**src/hw/srt_map.svh**
```systemverilog
// register offsets, field positions, reset values and timing counts of the slew-rate trigger
`ifndef SRT_MAP_SVH
`define SRT_MAP_SVH

// ==========================================================================
// register byte offsets
`define SRT_OFS_CTRL      8'h00
`define SRT_OFS_THR_UP    8'h04
`define SRT_OFS_THR_LO    8'h08
`define SRT_OFS_DELTA     8'h0C
`define SRT_OFS_PRESET    8'h10
`define SRT_OFS_RATE      8'h14
`define SRT_OFS_STATUS    8'h18
`define SRT_OFS_TRIGCNT   8'h1C

// ==========================================================================
// field positions
`define SRT_CTRL_EN       0
`define SRT_CTRL_SRC      1
`define SRT_CTRL_POL      3
`define SRT_CTRL_SLOWER   5
`define SRT_PRESET_TTL    0
`define SRT_PRESET_ECL    1
`define SRT_STAT_MEAS     16
`define SRT_STAT_BUSY     17

// ==========================================================================
// polarity codes
`define SRT_POL_POS       2'h0
`define SRT_POL_NEG       2'h1
`define SRT_POL_EITHER    2'h2

// ==========================================================================
// reset values and threshold presets; thresholds in comparator dac codes, delta in clock cycles
`define SRT_RST_UP        16'hC000
`define SRT_RST_LO        16'h4000
`define SRT_RST_DELTA     16'h000A
`define SRT_TTL_UP        16'h9000
`define SRT_TTL_LO        16'h8200
`define SRT_ECL_UP        16'h7A00
`define SRT_ECL_LO        16'h7200

// ==========================================================================
// timing: transits under the fast limit are not resolved
`define SRT_CLK_PS        25000
`define SRT_FAST_PS       600
`define SRT_FAST_CYC_RAW  ((`SRT_FAST_PS + `SRT_CLK_PS - 1) / `SRT_CLK_PS)
`define SRT_FAST_CYC      ((`SRT_FAST_CYC_RAW < 1) ? 1 : `SRT_FAST_CYC_RAW)

// fraction bits of the reference rate readout
`define SRT_RATE_FRAC     16

`endif

```
**src/hw/srt_pkg.sv**
```systemverilog
// types shared by the slew-rate trigger modules
package srt_pkg;

  typedef enum logic [1:0] {
    S_WAIT,
    S_RISE,
    S_FALL
  } srt_meas_e_t;

endpackage : srt_pkg

```
**src/hw/srt_rate_if.sv**
```systemverilog
// carrier between the trigger core and the reference rate divider
interface srt_rate_if #(
  parameter int DW = 32,
  parameter int VW = 16
);
  logic          start;
  logic [DW-1:0] dividend;
  logic [VW-1:0] divisor;
  logic          busy;
  logic [DW-1:0] quotient;

  modport core (output start, output dividend, output divisor, input busy, input quotient);
  modport div  (input start, input dividend, input divisor, output busy, output quotient);
endinterface : srt_rate_if

```
**src/hw/srt_sync.sv**
```systemverilog
// two-flop synchroniser for comparator pin inputs
module srt_sync #(
  parameter int W = 8
) (
  input  wire logic         clk_i,
  input  wire logic         rst_i,
  input  wire logic         ce_i,
  input  wire logic [W-1:0] d_i,
  output logic      [W-1:0] q_o
);

  typedef struct packed {
    logic [W-1:0] s1;
    logic [W-1:0] s2;
  } srt_sync_t;

  srt_sync_t st;
  srt_sync_t next_st;

  // ========================================================================
  // per-bit stages; the first stage feeds only the second
  always_comb begin
    next_st = st;
    for (int i = 0; i < W; i++) begin
      next_st.s1[i] = d_i[i];
      next_st.s2[i] = st.s1[i];
    end
  end

  always_ff @(posedge clk_i) begin
    if (rst_i) begin
      st <= '0;
    end else if (ce_i) begin
      st <= next_st;
    end
  end

  assign q_o = st.s2;

endmodule : srt_sync

```
**src/hw/srt_rate_div.sv**
```systemverilog
// restoring divider that derives the reference slew rate
module srt_rate_div #(
  parameter int DW = 32,
  parameter int VW = 16
) (
  input  wire logic clk_i,
  input  wire logic rst_i,
  input  wire logic ce_i,
  srt_rate_if.div   rif
);

  localparam int CNTW = $clog2(DW + 1);

  typedef struct packed {
    logic            busy;
    logic [CNTW-1:0] left;
    logic [VW:0]     rem;
    logic [DW-1:0]   dvd;
    logic [DW-1:0]   q;
  } srt_div_t;

  srt_div_t st;
  srt_div_t next_st;

  // ========================================================================
  // one quotient bit per cycle; a new start simply restarts the division
  always_comb begin
    logic [VW:0] trial;
    trial   = '0;
    next_st = st;
    if (rif.start) begin
      next_st.busy = 1'b1;
      next_st.left = CNTW'(DW);
      next_st.rem  = '0;
      next_st.dvd  = rif.dividend;
    end else if (st.busy) begin
      trial        = {st.rem[VW-1:0], st.dvd[DW-1]};
      next_st.dvd  = {st.dvd[DW-2:0], 1'b0};
      // a zero divisor always subtracts, so the rate saturates to all ones
      if (trial >= {1'b0, rif.divisor}) begin
        next_st.rem = trial - {1'b0, rif.divisor};
        next_st.q   = {st.q[DW-2:0], 1'b1};
      end else begin
        next_st.rem = trial;
        next_st.q   = {st.q[DW-2:0], 1'b0};
      end
      next_st.left = st.left - CNTW'(1);
      if (st.left == CNTW'(1)) begin
        next_st.busy = 1'b0;
      end
    end
  end

  always_ff @(posedge clk_i) begin
    if (rst_i) begin
      st <= '0;
    end else if (ce_i) begin
      st <= next_st;
    end
  end

  assign rif.busy     = st.busy;
  assign rif.quotient = st.q;

endmodule : srt_rate_div

```
**src/hw/srt_slew_trigger.sv**
```systemverilog
// slew-rate trigger qualifier with classic wishbone register slave
//
// Chosen here: the register offsets and the Wishbone register port.
`include "srt_map.svh"

module srt_slew_trigger #(
  parameter int NCH = 4,
  parameter int TW  = 16,
  parameter int CW  = 16
) (
  input  wire logic          clk_i,
  input  wire logic          rst_i,
  input  wire logic          ce_i,
  input  wire logic          wb_cyc_i,
  input  wire logic          wb_stb_i,
  input  wire logic          wb_we_i,
  input  wire logic [7:0]    wb_adr_i,
  input  wire logic [3:0]    wb_sel_i,
  input  wire logic [31:0]   wb_dat_i,
  output logic      [31:0]   wb_dat_o,
  output logic               wb_ack_o,
  input  wire logic [NCH-1:0] cmp_upper_i,
  input  wire logic [NCH-1:0] cmp_lower_i,
  output logic      [TW-1:0] thr_upper_o,
  output logic      [TW-1:0] thr_lower_o,
  output logic               trig_o,
  output logic               trig_falling_o
);

  localparam int DW   = TW + `SRT_RATE_FRAC;
  localparam int SW   = $clog2(NCH);
  localparam logic [CW-1:0] FAST_CYC = CW'(`SRT_FAST_CYC);

  // ========================================================================
  // level regions of the {upper, lower} comparator pair
  localparam logic [1:0] RG_BELOW = 2'h0;
  localparam logic [1:0] RG_MID   = 2'h1;
  localparam logic [1:0] RG_ABOVE = 2'h3;

  typedef struct packed {
    logic                ack;
    logic [31:0]         rdat;
    logic                en;
    logic [SW-1:0]       src;
    logic [1:0]          pol;
    logic                slower;
    logic [TW-1:0]       up;
    logic [TW-1:0]       lo;
    logic [CW-1:0]       delta;
    logic                rate_go;
    srt_pkg::srt_meas_e_t meas;
    logic [CW-1:0]       cnt;
    logic [CW-1:0]       last;
    logic [15:0]         ntrig;
    logic [1:0]          prev;
    logic                trig;
    logic                trig_fall;
  } srt_top_t;

  localparam srt_top_t RST = '{
    ack:       1'b0,
    rdat:      32'h0000_0000,
    en:        1'b0,
    src:       '0,
    pol:       `SRT_POL_POS,
    slower:    1'b0,
    up:        TW'(`SRT_RST_UP),
    lo:        TW'(`SRT_RST_LO),
    delta:     CW'(`SRT_RST_DELTA),
    rate_go:   1'b1,
    meas:      srt_pkg::S_WAIT,
    cnt:       '0,
    last:      '0,
    ntrig:     16'h0000,
    prev:      RG_BELOW,
    trig:      1'b0,
    trig_fall: 1'b0
  };

  srt_top_t st;
  srt_top_t next_st;

  logic [NCH-1:0] up_s;
  logic [NCH-1:0] lo_s;

  srt_rate_if #(.DW(DW), .VW(CW)) rif ();

  // ========================================================================
  // comparator pins cross into the clock domain before use
  srt_sync #(.W(2 * NCH)) u_sync (
    .clk_i (clk_i),
    .rst_i (rst_i),
    .ce_i  (ce_i),
    .d_i   ({cmp_upper_i, cmp_lower_i}),
    .q_o   ({up_s, lo_s})
  );

  srt_rate_div #(.DW(DW), .VW(CW)) u_div (
    .clk_i (clk_i),
    .rst_i (rst_i),
    .ce_i  (ce_i),
    .rif   (rif)
  );

  // ========================================================================
  // reference rate: span of the thresholds over delta, clamped at zero
  assign rif.start    = st.rate_go;
  assign rif.dividend = (st.up > st.lo) ? {st.up - st.lo, {`SRT_RATE_FRAC{1'b0}}} : '0;
  // read live: any delta write also restarts the division, so both stay coherent
  assign rif.divisor  = st.delta;

  function automatic logic [31:0] srt_merge(input logic [31:0] old_v,
                                            input logic [31:0] new_v,
                                            input logic [3:0]  sel);
    logic [31:0] r;
    r = old_v;
    for (int b = 0; b < 4; b++) begin
      if (sel[b]) begin
        r[8*b +: 8] = new_v[8*b +: 8];
      end
    end
    return r;
  endfunction : srt_merge

  // ========================================================================
  // bus slave, edge qualifier and trigger
  always_comb begin
    logic        req;
    logic [7:0]  word;
    logic [31:0] wv;
    logic [31:0] ctrl_rd;
    logic [1:0]  cur;
    logic        rise_ok;
    logic        fall_ok;
    logic        hit;
    logic        abort;

    next_st = st;
    req     = wb_cyc_i & wb_stb_i & ~st.ack;
    word    = {wb_adr_i[7:2], 2'h0};
    wv      = 32'h0000_0000;
    ctrl_rd = 32'h0000_0000;
    hit     = 1'b0;
    abort   = 1'b0;
    cur     = RG_BELOW;
    rise_ok = 1'b0;
    fall_ok = 1'b0;

    ctrl_rd[`SRT_CTRL_EN]           = st.en;
    ctrl_rd[`SRT_CTRL_SRC +: SW]    = st.src;
    ctrl_rd[`SRT_CTRL_POL +: 2]     = st.pol;
    ctrl_rd[`SRT_CTRL_SLOWER]       = st.slower;

    next_st.ack     = req;
    // read data is zero outside the ack cycle
    next_st.rdat    = 32'h0000_0000;
    next_st.rate_go = 1'b0;
    next_st.trig      = 1'b0;
    next_st.trig_fall = 1'b0;

    // ----- register access: one ack per request, unmapped reads zero
    if (req && wb_we_i) begin
      unique case (word)
        `SRT_OFS_CTRL: begin
          wv             = srt_merge(ctrl_rd, wb_dat_i, wb_sel_i);
          next_st.en     = wv[`SRT_CTRL_EN];
          next_st.src    = wv[`SRT_CTRL_SRC +: SW];
          next_st.pol    = wv[`SRT_CTRL_POL +: 2];
          next_st.slower = wv[`SRT_CTRL_SLOWER];
          // a half-timed edge must not be judged against new settings
          abort          = 1'b1;
        end
        `SRT_OFS_THR_UP: begin
          wv              = srt_merge(32'(st.up), wb_dat_i, wb_sel_i);
          next_st.up      = wv[TW-1:0];
          next_st.rate_go = 1'b1;
        end
        `SRT_OFS_THR_LO: begin
          wv              = srt_merge(32'(st.lo), wb_dat_i, wb_sel_i);
          next_st.lo      = wv[TW-1:0];
          next_st.rate_go = 1'b1;
        end
        `SRT_OFS_DELTA: begin
          wv              = srt_merge(32'(st.delta), wb_dat_i, wb_sel_i);
          next_st.delta   = wv[CW-1:0];
          next_st.rate_go = 1'b1;
        end
        `SRT_OFS_PRESET: begin
          // ttl wins when both presets are requested at once
          if (wb_sel_i[0] && wb_dat_i[`SRT_PRESET_TTL]) begin
            next_st.up      = TW'(`SRT_TTL_UP);
            next_st.lo      = TW'(`SRT_TTL_LO);
            next_st.rate_go = 1'b1;
          end else if (wb_sel_i[0] && wb_dat_i[`SRT_PRESET_ECL]) begin
            next_st.up      = TW'(`SRT_ECL_UP);
            next_st.lo      = TW'(`SRT_ECL_LO);
            next_st.rate_go = 1'b1;
          end
        end
        // rate, status and trigger count ignore writes
        default: begin
        end
      endcase
    end else if (req) begin
      unique case (word)
        `SRT_OFS_CTRL:    next_st.rdat = ctrl_rd;
        `SRT_OFS_THR_UP:  next_st.rdat = 32'(st.up);
        `SRT_OFS_THR_LO:  next_st.rdat = 32'(st.lo);
        `SRT_OFS_DELTA:   next_st.rdat = 32'(st.delta);
        `SRT_OFS_RATE:    next_st.rdat = 32'(rif.quotient);
        `SRT_OFS_STATUS: begin
          next_st.rdat                 = 32'(st.last);
          next_st.rdat[`SRT_STAT_MEAS] = (st.meas != srt_pkg::S_WAIT);
          // also covers the cycle between a write and the divider's start
          next_st.rdat[`SRT_STAT_BUSY] = rif.busy | st.rate_go;
        end
        `SRT_OFS_TRIGCNT: next_st.rdat = 32'(st.ntrig);
        default:          next_st.rdat = 32'h0000_0000;
      endcase
    end

    // ----- edge qualifier on the selected channel
    cur     = {up_s[st.src], lo_s[st.src]};
    // prev follows the channel even while disabled, so enabling fakes no edge
    next_st.prev = cur;
    rise_ok = (st.pol == `SRT_POL_POS) || (st.pol == `SRT_POL_EITHER);
    fall_ok = (st.pol == `SRT_POL_NEG) || (st.pol == `SRT_POL_EITHER);

    // disabled or control register written: drop any edge being timed
    if (!st.en || abort) begin
      next_st.meas = srt_pkg::S_WAIT;
    end else begin
      unique case (st.meas)
        srt_pkg::S_WAIT: begin
          // a jump straight across both levels in one sample is too fast to time
          if (st.prev == RG_BELOW && cur == RG_MID && rise_ok) begin
            next_st.meas = srt_pkg::S_RISE;
            next_st.cnt  = CW'(1);
          end else if (st.prev == RG_ABOVE && cur == RG_MID && fall_ok) begin
            next_st.meas = srt_pkg::S_FALL;
            next_st.cnt  = CW'(1);
          end
        end
        srt_pkg::S_RISE, srt_pkg::S_FALL: begin
          if (cur == RG_MID) begin
            // saturate: a stalled edge stays slow instead of wrapping to fast
            if (st.cnt != '1) begin
              next_st.cnt = st.cnt + CW'(1);
            end
          end else if ((st.meas == srt_pkg::S_RISE && cur == RG_ABOVE) ||
                       (st.meas == srt_pkg::S_FALL && cur == RG_BELOW)) begin
            next_st.meas = srt_pkg::S_WAIT;
            next_st.last = st.cnt;
            // equal counts never trigger in either direction
            hit = st.slower ? (st.cnt > st.delta) : (st.cnt < st.delta);
            if (hit && st.cnt >= FAST_CYC) begin
              next_st.trig      = 1'b1;
              next_st.trig_fall = (st.meas == srt_pkg::S_FALL);
              // wraps; software reads it as a modulo counter
              next_st.ntrig     = st.ntrig + 16'h0001;
            end
          end else begin
            next_st.meas = srt_pkg::S_WAIT;
          end
        end
        default: begin
          next_st.meas = srt_pkg::S_WAIT;
        end
      endcase
    end
  end

  always_ff @(posedge clk_i) begin
    if (rst_i) begin
      st <= RST;
    end else if (ce_i) begin
      st <= next_st;
    end
  end

  // ========================================================================
  // outputs straight from the state register
  assign wb_dat_o       = st.rdat;
  assign wb_ack_o       = st.ack;
  assign thr_upper_o    = st.up;
  assign thr_lower_o    = st.lo;
  assign trig_o         = st.trig;
  assign trig_falling_o = st.trig_fall;

endmodule : srt_slew_trigger

```
**config.mk**
```make
export PLATFORM = sky130hd
export DESIGN_NAME = srt_slew_trigger
export DESIGN_NICKNAME = d
export VERILOG_FILES = /design/src/hw/srt_pkg.sv /design/src/hw/srt_rate_if.sv /design/src/hw/srt_sync.sv /design/src/hw/srt_rate_div.sv /design/src/hw/srt_slew_trigger.sv
export VERILOG_INCLUDE_DIRS = /design/src /design/src/hw
export SDC_FILE = /design/constraint.sdc
export NUM_CORES = 1
export LEC_CHECK = 0
export ABC_AREA = 1
export ABC_CLOCK_PERIOD_IN_PS = 2500
export BUFFER_PORTS_ARGS = -buffer_cell sky130_fd_sc_hd__buf_2
export CORE_MARGIN = 8
export CORE_UTILIZATION = 40
export CTS_BUF_LIST = sky130_fd_sc_hd__clkbuf_16
export DETAILED_ROUTE_END_ITERATION = 7
export GPL_ROUTABILITY_DRIVEN = 0
export HOLD_SLACK_MARGIN = 0.06
export PLACE_DENSITY = 0.68
export SYNTH_ARGS = -nofsm -noshare
export SYNTH_HDL_FRONTEND = slang
export SYNTH_SLANG_ARGS = --single-unit
```
**constraint.sdc**
```tcl
create_clock -name clk_i -period 2.5 [get_ports clk_i]
set_clock_uncertainty 0.15 [all_clocks]
set_input_delay 0.125 -clock clk_i [delete_from_list [all_inputs] [get_ports clk_i]]
set_output_delay 0.125 -clock clk_i [all_outputs]
set_load 0.01 [all_outputs]
```
; ---- Yosys cells after proc, flatten, opt, wreduce, memory -nomap -nowiden
; Cells that the tools add are included.
[op_classes]
eq_ne = 26
addsub = 5
n_reduce_logical = 40
order_cmp = 6
n_bitwise = 7
mux = 39
[ops]
columns = operator, count
row1 = one-hot mux 32 bit (7 select lines), 1
row2 = two-way mux 32 bit, 5
row3 = one-hot mux 16 bit (2 select lines), 3
row4 = two-way mux 88 bit, 1
row5 = two-way mux 56 bit, 1
row6 = two-way mux 18 bit, 2
row7 = adder 16 x 1 -> 16 bit (second input constant), 2
row8 = greater-than comparator 16 bit, 2
row9 = two-way mux 16 bit, 2
row10 = AND reduction 5 bit, 5
row11 = == test 6 x 3 -> 1 bit (second input constant), 4
row12 = greater-or-equal comparator 17 x 16 -> 1 bit, 1
row13 = two-way mux 17 bit, 1
row14 = subtractor 17 x 16 -> 17 bit, 1
row15 = greater-or-equal comparator 16 x 1 -> 1 bit (second input constant), 1
row16 = < comparator 16 bit, 1
row17 = two-way mux 8 bit, 2
row18 = inequality test 16 bit (second input constant), 1
row19 = subtractor 16 bit, 1
row20 = two-way mux 2 bit, 7
row21 = == test 6 x 1 -> 1 bit (second input constant), 2
row22 = == test 6 x 2 -> 1 bit (second input constant), 2
row23 = inequality test 2 bit (second input constant), 6
row24 = AND reduction 4 bit, 3
row25 = other kinds (24), 66
[word_totals]
output_inout_bits = 67
regBits = 245
inputBits = 58
wordCells = 150

; ---- Depth between registers and ports, before layout
; Gate-level depths: netlist of the first run.
[logic_depth]
word_depth = 9
mapped_depth = 17
ltp_nobuf = 17

; ---- Modules after synthesis
; A second synthesis of the first run with hierarchy kept.
[hier_totals]
cells_unflattened = 2107
hier_area_um2 = 14557.7
[by_module_without_submodules]
columns = module, cells_each, area_each_um2, seq_area_each_um2, instances
row1 = srt_slew_trigger, 1270, 8922.3, 2842.7, 1
row2 = srt_rate_div, 736, 4964.8, 1741.7, 1
row3 = srt_sync, 101, 670.6, 320.3, 1

; ---- Least setup slack after synthesis of the first run
; Ideal clock, no wire load.
[synth_path]
kind = register to register
from = reg st (netlist bit thr_upper_o[0])
to = reg u_div.st[59] (netlist name)
slack_ns = 0.390
synth_period_minus_slack_ns = 2.110
path_stages_with_launch = 16
setup_ns = 0.119
required_time_ns = 2.231
arrival_ns = 1.841
path_cell_list = dfxtp_1 inv_1 ha_1 inv_1 fa_1 nand3_1 nand2_1 nand2_1 nand2_1 nand2_1 nand2_1 and2_1 buf_2 buf_6 nand3_1 a21oi_1
[synth_via]
elab_chain_len = 3
word_cells_on_any_way = 4
classes_between = add/sub: 1 / order compare: 1 / mux: 2
[synth_lines]
columns = item, line
row1 = "start, declared", srt_slew_trigger.sv:80  ; srt_top_t st;
row2 = "start signal, assigned", srt_slew_trigger.sv:277  ; st <= next_st;
row3 = subtractor 16 bit / greater-than comparator 16 bit (equally long branches), srt_slew_trigger.sv:108  ; assign rif.dividend = (st.up > st.lo) ? {st.up - st.lo, {`SRT_RATE_FRAC{1'b0}}} : '0;
row4 = two-way mux 32 bit (*), srt_slew_trigger.sv:108
row5 = two-way mux 56 bit (*), srt_rate_div.sv:31  ; if (rif.start) begin
row6 = "end signal, assigned", srt_rate_div.sv:58  ; st <= next_st;
row7 = "end, declared", srt_rate_div.sv:22  ; srt_div_t st;
; Every way passes the cells marked *; elsewhere a longest branch is shown, timed or not.
; A chain may end at the register's enable or synchronous reset.

; ---- Final worst setup path of the first run
[layout_path]
from = reg st (netlist bit rif.divisor[8])
to = reg u_div.st[71] (netlist name)
[layout_via]
elab_chain_len = 4
[layout_lines]
columns = item, line
row1 = greater-or-equal comparator 17 x 16 -> 1 bit, srt_rate_div.sv:40  ; if (trial >= {1'b0, rif.divisor}) begin
row2 = two-way mux 17 bit, srt_rate_div.sv:40
row3 = two-way mux 88 bit, srt_rate_div.sv:36  ; end else if (st.busy) begin
row4 = two-way mux 56 bit, srt_rate_div.sv:31
; Every way passes these cells. The select of a mux whose other input is x is not followed.

==> reports/metrics.csv, run 1 <==
stage;metric;value;unit
cts;Clock Path Buffers;3;
yosys;Avg Inst Size Synth;6.98;sq um
worst_setup_path;flop2flop setup slack;0.14;ns
yosys;most common cell in the netlist;nand2_1;
power_and_ir_drop;sw frac;0.318;
yosys;syn_nets;2079;
routing;routed vias;13300;
yosys;Synth Warn #;0;
worst_hold_path;worst min-delay path class;input pin to flop;
global_routing;GRT Total Usage;0.196;
floorplanning;Die Area;0.0404;sq mm
power_and_ir_drop;combinational fraction of design power;0.244;
routing;WL/cell;16.6;um
worst_setup_path;worst path bufs/invs;3;
floorplanning;Chip Height;201;um
timing;Final Max Tran Viols;0;
final_layout;Fillers;3328;
worst_setup_path;CP Class;flop to flop;
power_and_ir_drop;Switching Power;0.00344;W
cts;TritonCTS Buffers;27;
cts;clk slew on worst S/H paths;0.06;ns
worst_setup_path;CP startpoint kind;flop;
routing;ANT nets after route;0;
yosys;ranking of synthesized cells by area;dfxtp_1, nand2_1, a21oi_1;
run;max cap viols;0;
timing;final hold viol count;0;
worst_setup_path;Reg-to-Reg Start;rif.divisor[8];
worst_setup_path;maximum fanout along the worst path;5;
yosys;ys async rst share;0;
cts;TritonCTS Sinks;244;
cts;Clk Latency, worst-skew pair;0.56;ns
worst_setup_path;Slowest cell on crit path;ha_1;
worst_setup_path;CP Data Arrival Time;2.69;ns
yosys;Cell Area, Synth;0.0137;sq mm
final_layout;area occupied by multi-input gates;0.00721;sq mm
worst_setup_path;critical path, cell by cell;inv_1 -> ha_1 -> nand2_1 -> inv_1 -> nand2_1 -> nand3_1 -> a21oi_1 -> nand2_1 -> nand2_2 -> buf_4 -> nand3_2 -> nor2_1 -> nor2_1 -> nor2_1;
final_layout;area grow syn2layout;15.1;%
yosys;#FFs+latches synth;244;
final_layout;Ant. Diodes;0;
timing;fin crit share;0.942;
global_routing;first-pass GRT wire length;65700;um
power_and_ir_drop;part of the power in registers;0.381;
cts;H-tree depth;1;
floorplanning;Core Region;0.0336;sq mm
global_routing;largest net degree at the start of global routing;142;
floorplanning;I/O Pins;125;
outcome;outcome;finished, final reports clean;
timing;Final Setup Violations;0;
worst_setup_path;CP required;2.83;ns
floorplanning;Cell Rows;67;
yosys;share of the synthesized area in the top cell type;0.357;
power_and_ir_drop;Power Dens Cells;685;mW/mm^2
timing;post-layout min period;2.36;ns
global_routing;initial antenna violation count;0;
timing;slew at the pin closest to its max-slew limit;0.653;ns
worst_setup_path;crit end category;flop;
yosys;sequential-to-total area share from yosys stat;0.357;
yosys;post-synthesis cell count;1959;
placement;I/O Buffers;104;
worst_setup_path;Reg2Reg Capture Point;u_div.st[71];
power_and_ir_drop;Lkg Pwr;6.88;nW
timing;Slew headroom;0.560;
placement;hpwl dp;30200;um
yosys;predominant post-synthesis flop cell;dfxtp_1;
routing;total iterations of the first detailed-routing run;6;
final_layout;fraction of layout cells with a size suffix above 1;0.126;
routing;Via density;5.28;
worst_setup_path;r2r worst-path depth;14;
cts;TritonCTS clock tree;done;
final_layout;post-layout util;0.468;
worst_hold_path;hold depth;6;
global_routing;number of global-route vias before repair;12400;
worst_hold_path;Worst Hold Launch;wb_adr_i[6];
floorplanning;die width;201;um
routing;final wirelength;41600;um
routing;drt drc;0;
final_layout;fin nets;2166;
power_and_ir_drop;Max VDD drop;0.542;mV
yosys;Netlist cell types;57;
worst_hold_path;Hold Crit Endpoint;rif.start;
worst_setup_path;delay-heaviest family, CP;simple AND/OR/NAND/NOR gates;
cts;Root Driver;clkbuf_16;
timing;Peak Freq;424;MHz
final_layout;register area;0.00489;sq mm
yosys;Post-synth EDFFs;0;
yosys;commonest cells in the netlist;nand2_1, dfxtp_1, a21oi_1;
floorplanning;Starting Density;0.407;
global_routing;global route total overflow;0;
final_layout;post-route cell area;0.0157;sq mm
placement;Placed Area;0.0143;sq mm
worst_setup_path;crit-path max cell delay;0.36;ns
power_and_ir_drop;clock power share;0.375;
power_and_ir_drop;internal power;0.00735;W
yosys;dominant cell type by area after synthesis;dfxtp_1;
routing;DRT iter0 DRCs;1174;
[metrics by stage]
step                      total power (W)  instances  TNS [ns]  setup slack (ns)  hold slack (ns)
after global placement            0.00659       2416         0             0.157            0.204
after global routing               0.0114       2514    -0.145           -0.0439            0.200
final                              0.0108       2514         0             0.144            0.145
after CTS                          0.0107       2509         0            0.0584            0.125
after detailed placement          0.00663       2416         0            0.0862            0.208
after floorplan                   0.00601       1959         0             0.390            0.103
[power by group through the flow]
stage	combinational, W	clock [W]	sequential [W]
after floorplan	0.00184	0	0.00417
after CTS	0.00250	0.00412	0.00411
final	0.00263	0.00404	0.00412
after global placement	0.00240	0	0.00419
after detailed placement	0.00244	0	0.00419
after global routing	0.00299	0.00427	0.00413
[logic make-up (layout without fill, tap and decap cells)]
| family | after synthesis | in the layout | synth area share |
|---|---|---|---|
| xor+xnor | 44 | 44 | 0.0282 |
| buf+inv | 352 | 459 | 0.121 |
| fa+ha+maj | 62 | 62 | 0.0578 |
| flops | 244 | 244 | 0.357 |
| compound gates | 453 | 453 | 0.181 |
| simple gates | 804 | 804 | 0.256 |
[worst reg2reg max path: stages (launching register included)]
cell and delay, ns:
dfxtp_1 0.33, inv_1 0.10, ha_1 0.36, nand2_1 0.11, inv_1 0.06, nand2_1 0.08
nand3_1 0.09, a21oi_1 0.21, nand2_1 0.11, nand2_2 0.15, buf_4 0.17, nand3_2 0.12
nor2_1 0.13, nor2_1 0.06, nor2_1 0.07
[registers in the layout, indices dropped and copies added (netlist names)]
name	flops
st	58
u_div.st	53
u_div.rif.quotient	32
wb_dat_o	32
rif.divisor	16
thr_lower_o	16
thr_upper_o	16
u_sync.next_st	8
u_sync.q_o	8
rif.start	1
trig_falling_o	1
trig_o	1
u_div.rif.busy	1
wb_ack_o	1
[per-layer routing]
layer  routed length [um]  global-route usage
met1                18300               0.264
met2                18200               0.306
met3                 3410              0.0316
met4                 1750              0.0809
met5                    0                   0
[cell type report]
cell class	count	area share
clock buffers	27	0.0429
clock inverters	22	0.0139
inverters	199	0.0477
multi-input cells	1363	0.458
flip-flops and latches	244	0.310
well taps	448	0.0356
repair buffers	211	0.0920
[worst max path at each step]
stage | endpoint | cells after the start | from
after floorplan | u_div.st[59] | 15 | thr_upper_o[0]
after global placement | u_div.st[78] | 13 | u_div.st[63]
after detailed placement | st[4] | 12 | rif.divisor[15]
after CTS | st[5] | 12 | rif.divisor[15]
after global routing | u_div.st[71] | 14 | rif.divisor[6]
final | u_div.st[71] | 14 | rif.divisor[8]
[timing repair]
item,CTS,global route
endpoints found under the setup margin,0,28
buffers inserted,0,5
hold buffers,44,0
hold endpoints to repair,102,0
resized for setup,0,13
[cells in the final DEF (no fill, tap or decap), types with 7 or more instances in the layout]
cell type      count
o31ai_1           10
clkbuf_16         27
nor3_1            22
o21ai_0          155
dlygate4sd3_1     44
ha_1              55
nand3_1          131
inv_2             10
clkinv_1           7
nand2_2            8
inv_1            191
a22oi_1           10
o22ai_1           13
buf_4             63
a21oi_1          220
xor2_1            39
dfxtp_1          243
nand2_1          395
nand3b_1           9
buf_2            103
o21ai_1            8
nor2_1           181
nand4_1           28
Note: power is estimated with default switching activity, not from simulation.
==> run 2, diff against run 1 <==
- CORE_MARGIN: 8 -> 4
- CTS_BUF_LIST: sky130_fd_sc_hd__clkbuf_16 -> not set
==> run 2 against run 1 <==
Effect of this change: power up 0.72%; routed wire length up 0.63%; critical path depth is 1 lower; worst setup slack improved by 0.016 ns; highest routed layer unchanged; largest cell class unchanged; count of clock-buffer cells in the layout up 5; non-clock buffer count rose by 8.
==> reports/metrics.csv, run 2 (same netlist as run 1, synthesis figures left out) <==
stage;metric;value;unit;change
final_layout;fin nets;2174;;+0.37%
worst_setup_path;crit end category;flop;;
placement;hpwl dp;30400;um;+0.43%
cts;Clk Latency, worst-skew pair;0.57;ns;about the same
power_and_ir_drop;internal power;0.00737;W;+0.18%
final_layout;biggest regs;st x58, u_div.st x53;;
global_routing;first-pass GRT wire length;65200;um;-0.75%
cts;clk slew on worst S/H paths;0.06;ns;about the same
timing;final hold viol count;0;;unchanged
floorplanning;Core Region;0.0336;sq mm;unchanged
routing;DRT iter0 DRCs;1172;;-0.17%
worst_setup_path;CP required;2.77;ns;-0.06 ns
floorplanning;Cell Rows;67;;unchanged
timing;WHS;0.106;ns;-0.0395 ns
final_layout;post-route cell area;0.0158;sq mm;+0.26%
floorplanning;Chip Height;193;um;-4.0%
worst_hold_path;worst min-delay path class;input pin to flop;;
final_layout;area grow syn2layout;15.4;%;
global_routing;initial antenna violation count;0;;unchanged
cts;TritonCTS Buffers;27;;unchanged
worst_setup_path;CP startpoint kind;flop;;
routing;final wirelength;41900;um;+0.63%
cts;Clock Path Buffers;3;;unchanged
final_layout;Ant. Diodes;0;;unchanged
global_routing;number of global-route vias before repair;12200;;-1.5%
timing;Peak Freq;427;MHz;+0.69%
worst_setup_path;CP Class;flop to flop;;
cts;TritonCTS clock tree;done;;
floorplanning;I/O Pins;125;;unchanged
floorplanning;die width;193;um;-4.0%
power_and_ir_drop;clock power share;0.378;;+0.003
power_and_ir_drop;Max VDD drop;0.570;mV;+5.3%
final_layout;area occupied by multi-input gates;0.00716;sq mm;-0.68%
final_layout;fraction of layout cells with a size suffix above 1;0.132;;+0.00572
final_layout;Biggest register;st;;
routing;total iterations of the first detailed-routing run;6;;unchanged
worst_setup_path;CP Data Arrival Time;2.61;ns;-0.08 ns
floorplanning;Die Area;0.0372;sq mm;-7.8%
final_layout;register area;0.00488;sq mm;about the same
routing;Via density;5.30;;+0.36%
global_routing;global route total overflow;0;;unchanged
timing;fin crit share;0.936;;-0.00645
placement;I/O Buffers;104;;unchanged
power_and_ir_drop;Switching Power;0.00350;W;+1.9%
floorplanning;Starting Density;0.407;;unchanged
timing;Final Setup Violations;0;;unchanged
outcome;outcome;finished, final reports clean;;
placement;Placed Area;0.0144;sq mm;+0.86%
global_routing;GRT Total Usage;0.217;;+0.0213
worst_setup_path;flop2flop setup slack;0.16;ns;+0.02 ns
power_and_ir_drop;Power Dens Cells;688;mW/mm^2;+0.45%
final_layout;Largest register FFs;58;;unchanged
timing;slew at the pin closest to its max-slew limit;0.651;ns;-0.00212 ns
worst_setup_path;maximum fanout along the worst path;3;;-2
power_and_ir_drop;sw frac;0.322;;+0.00362
power_and_ir_drop;Lkg Pwr;6.92;nW;+0.58%
global_routing;largest net degree at the start of global routing;106;;-25%
routing;routed vias;13400;;+0.72%
cts;Root Driver;clkbuf_16;;
final_layout;commonest non-fill, non-tap cell in the layout;nand2_1;;
routing;drt drc;0;;unchanged
power_and_ir_drop;part of the power in registers;0.379;;-0.002
power_and_ir_drop;Pwr Total;0.0109;W;+0.72%
final_layout;most frequent cells in the layout;nand2_1, dfxtp_1, a21oi_1;;
cts;TritonCTS Sinks;244;;unchanged
power_and_ir_drop;combinational fraction of design power;0.244;;about the same
routing;WL/cell;16.6;um;+0.28%
timing;RSZ-0062 raised after global routing;no;;
run;max cap viols;0;;unchanged
final_layout;Fillers;3360;;+0.96%
timing;Setup TNS;0;ns;unchanged
cts;H-tree depth;1;;unchanged
routing;ANT nets after route;0;;unchanged
timing;post-layout min period;2.34;ns;-0.0161 ns
timing;Slew headroom;0.566;;+0.00601
timing;Final Max Tran Viols;0;;unchanged
[run 2: cell types whose count changed in the layout (fill, tap and decap cells not counted), sizes merged]
cell         previous run  this run
buf                   167       178
clkbuf                 27        32
inv                   203       199
dlygate4sd3            44        41
bufinv                  4         3
clkinvlp                3         4
[run 2: final timing paths]
check | start | cells past startpoint | endpoint
worst min register to register | u_div.st[33] | 2 | u_div.st[33]
worst max-delay path | u_div.st[63] | 13 | u_div.st[78]
worst max register to register | u_div.st[63] | 13 | u_div.st[78]
worst min-delay path | wb_cyc_i | 8 | rif.divisor[1]
[run 2: layout make-up]
cell class              count  area share
clock buffers              32      0.0452
clock inverters            18      0.0123
inverters                 199      0.0475
multi-input cells        1363       0.453
flip-flops and latches    244       0.309
well taps                 448      0.0355
repair buffers            219      0.0967
[run 2: power groups by stage]
stage	clock network, W	logic, W	registers [W]
floorplan	0	0.00184	0.00417
global placement	0	0.00250	0.00420
detailed placement	0	0.00254	0.00420
CTS	0.00416	0.00260	0.00411
global route	0.00431	0.00295	0.00413
finish	0.00410	0.00265	0.00412
[run 2: per-stage QoR]
| step | worst slack [ns] | utilization | instances |
|---|---|---|---|
| 2_1_floorplan | 0.390 | - | 1959 |
| 3_3_place_gp | 0.157 | 0.429 | 2429 |
| 3_5_place_dp | 0.140 | 0.429 | 2429 |
| 4_1_cts | 0.0363 | 0.469 | 2520 |
| 5_1_grt | 0.0000886 | 0.470 | 2523 |
| 6_report | 0.160 | 0.470 | 2523 |
[run 2: repair_timing]
action / CTS / global route
buffers inserted: 0 / 3
gates resized for setup: 0 / 4
setup endpoints to repair: 0 / 14
hold buffers: 41 / 0
hold endpoints to repair: 169 / 0
[run 2: metal layers]
layer	vias to the layer above	routed length (um)	track usage
li1	6595	-	-
met1	6170	18100	0.298
met2	516	18800	0.352
met3	101	3380	0.0286
met4	0	1590	0.0765
met5	-	0	0
[run 2: worst max-delay path, stage by stage, from the launching register on]
cell     delay (ns)
dfxtp_1        0.34
inv_1          0.08
ha_1           0.22
fa_1           0.44
nor2_1         0.12
nor2_1         0.05
o21ai_0        0.28
nand2_1        0.12
nand2_1        0.08
nand2_1        0.04
nand2_1        0.07
nand2_1        0.05
nand3_1        0.07
a21oi_1        0.06
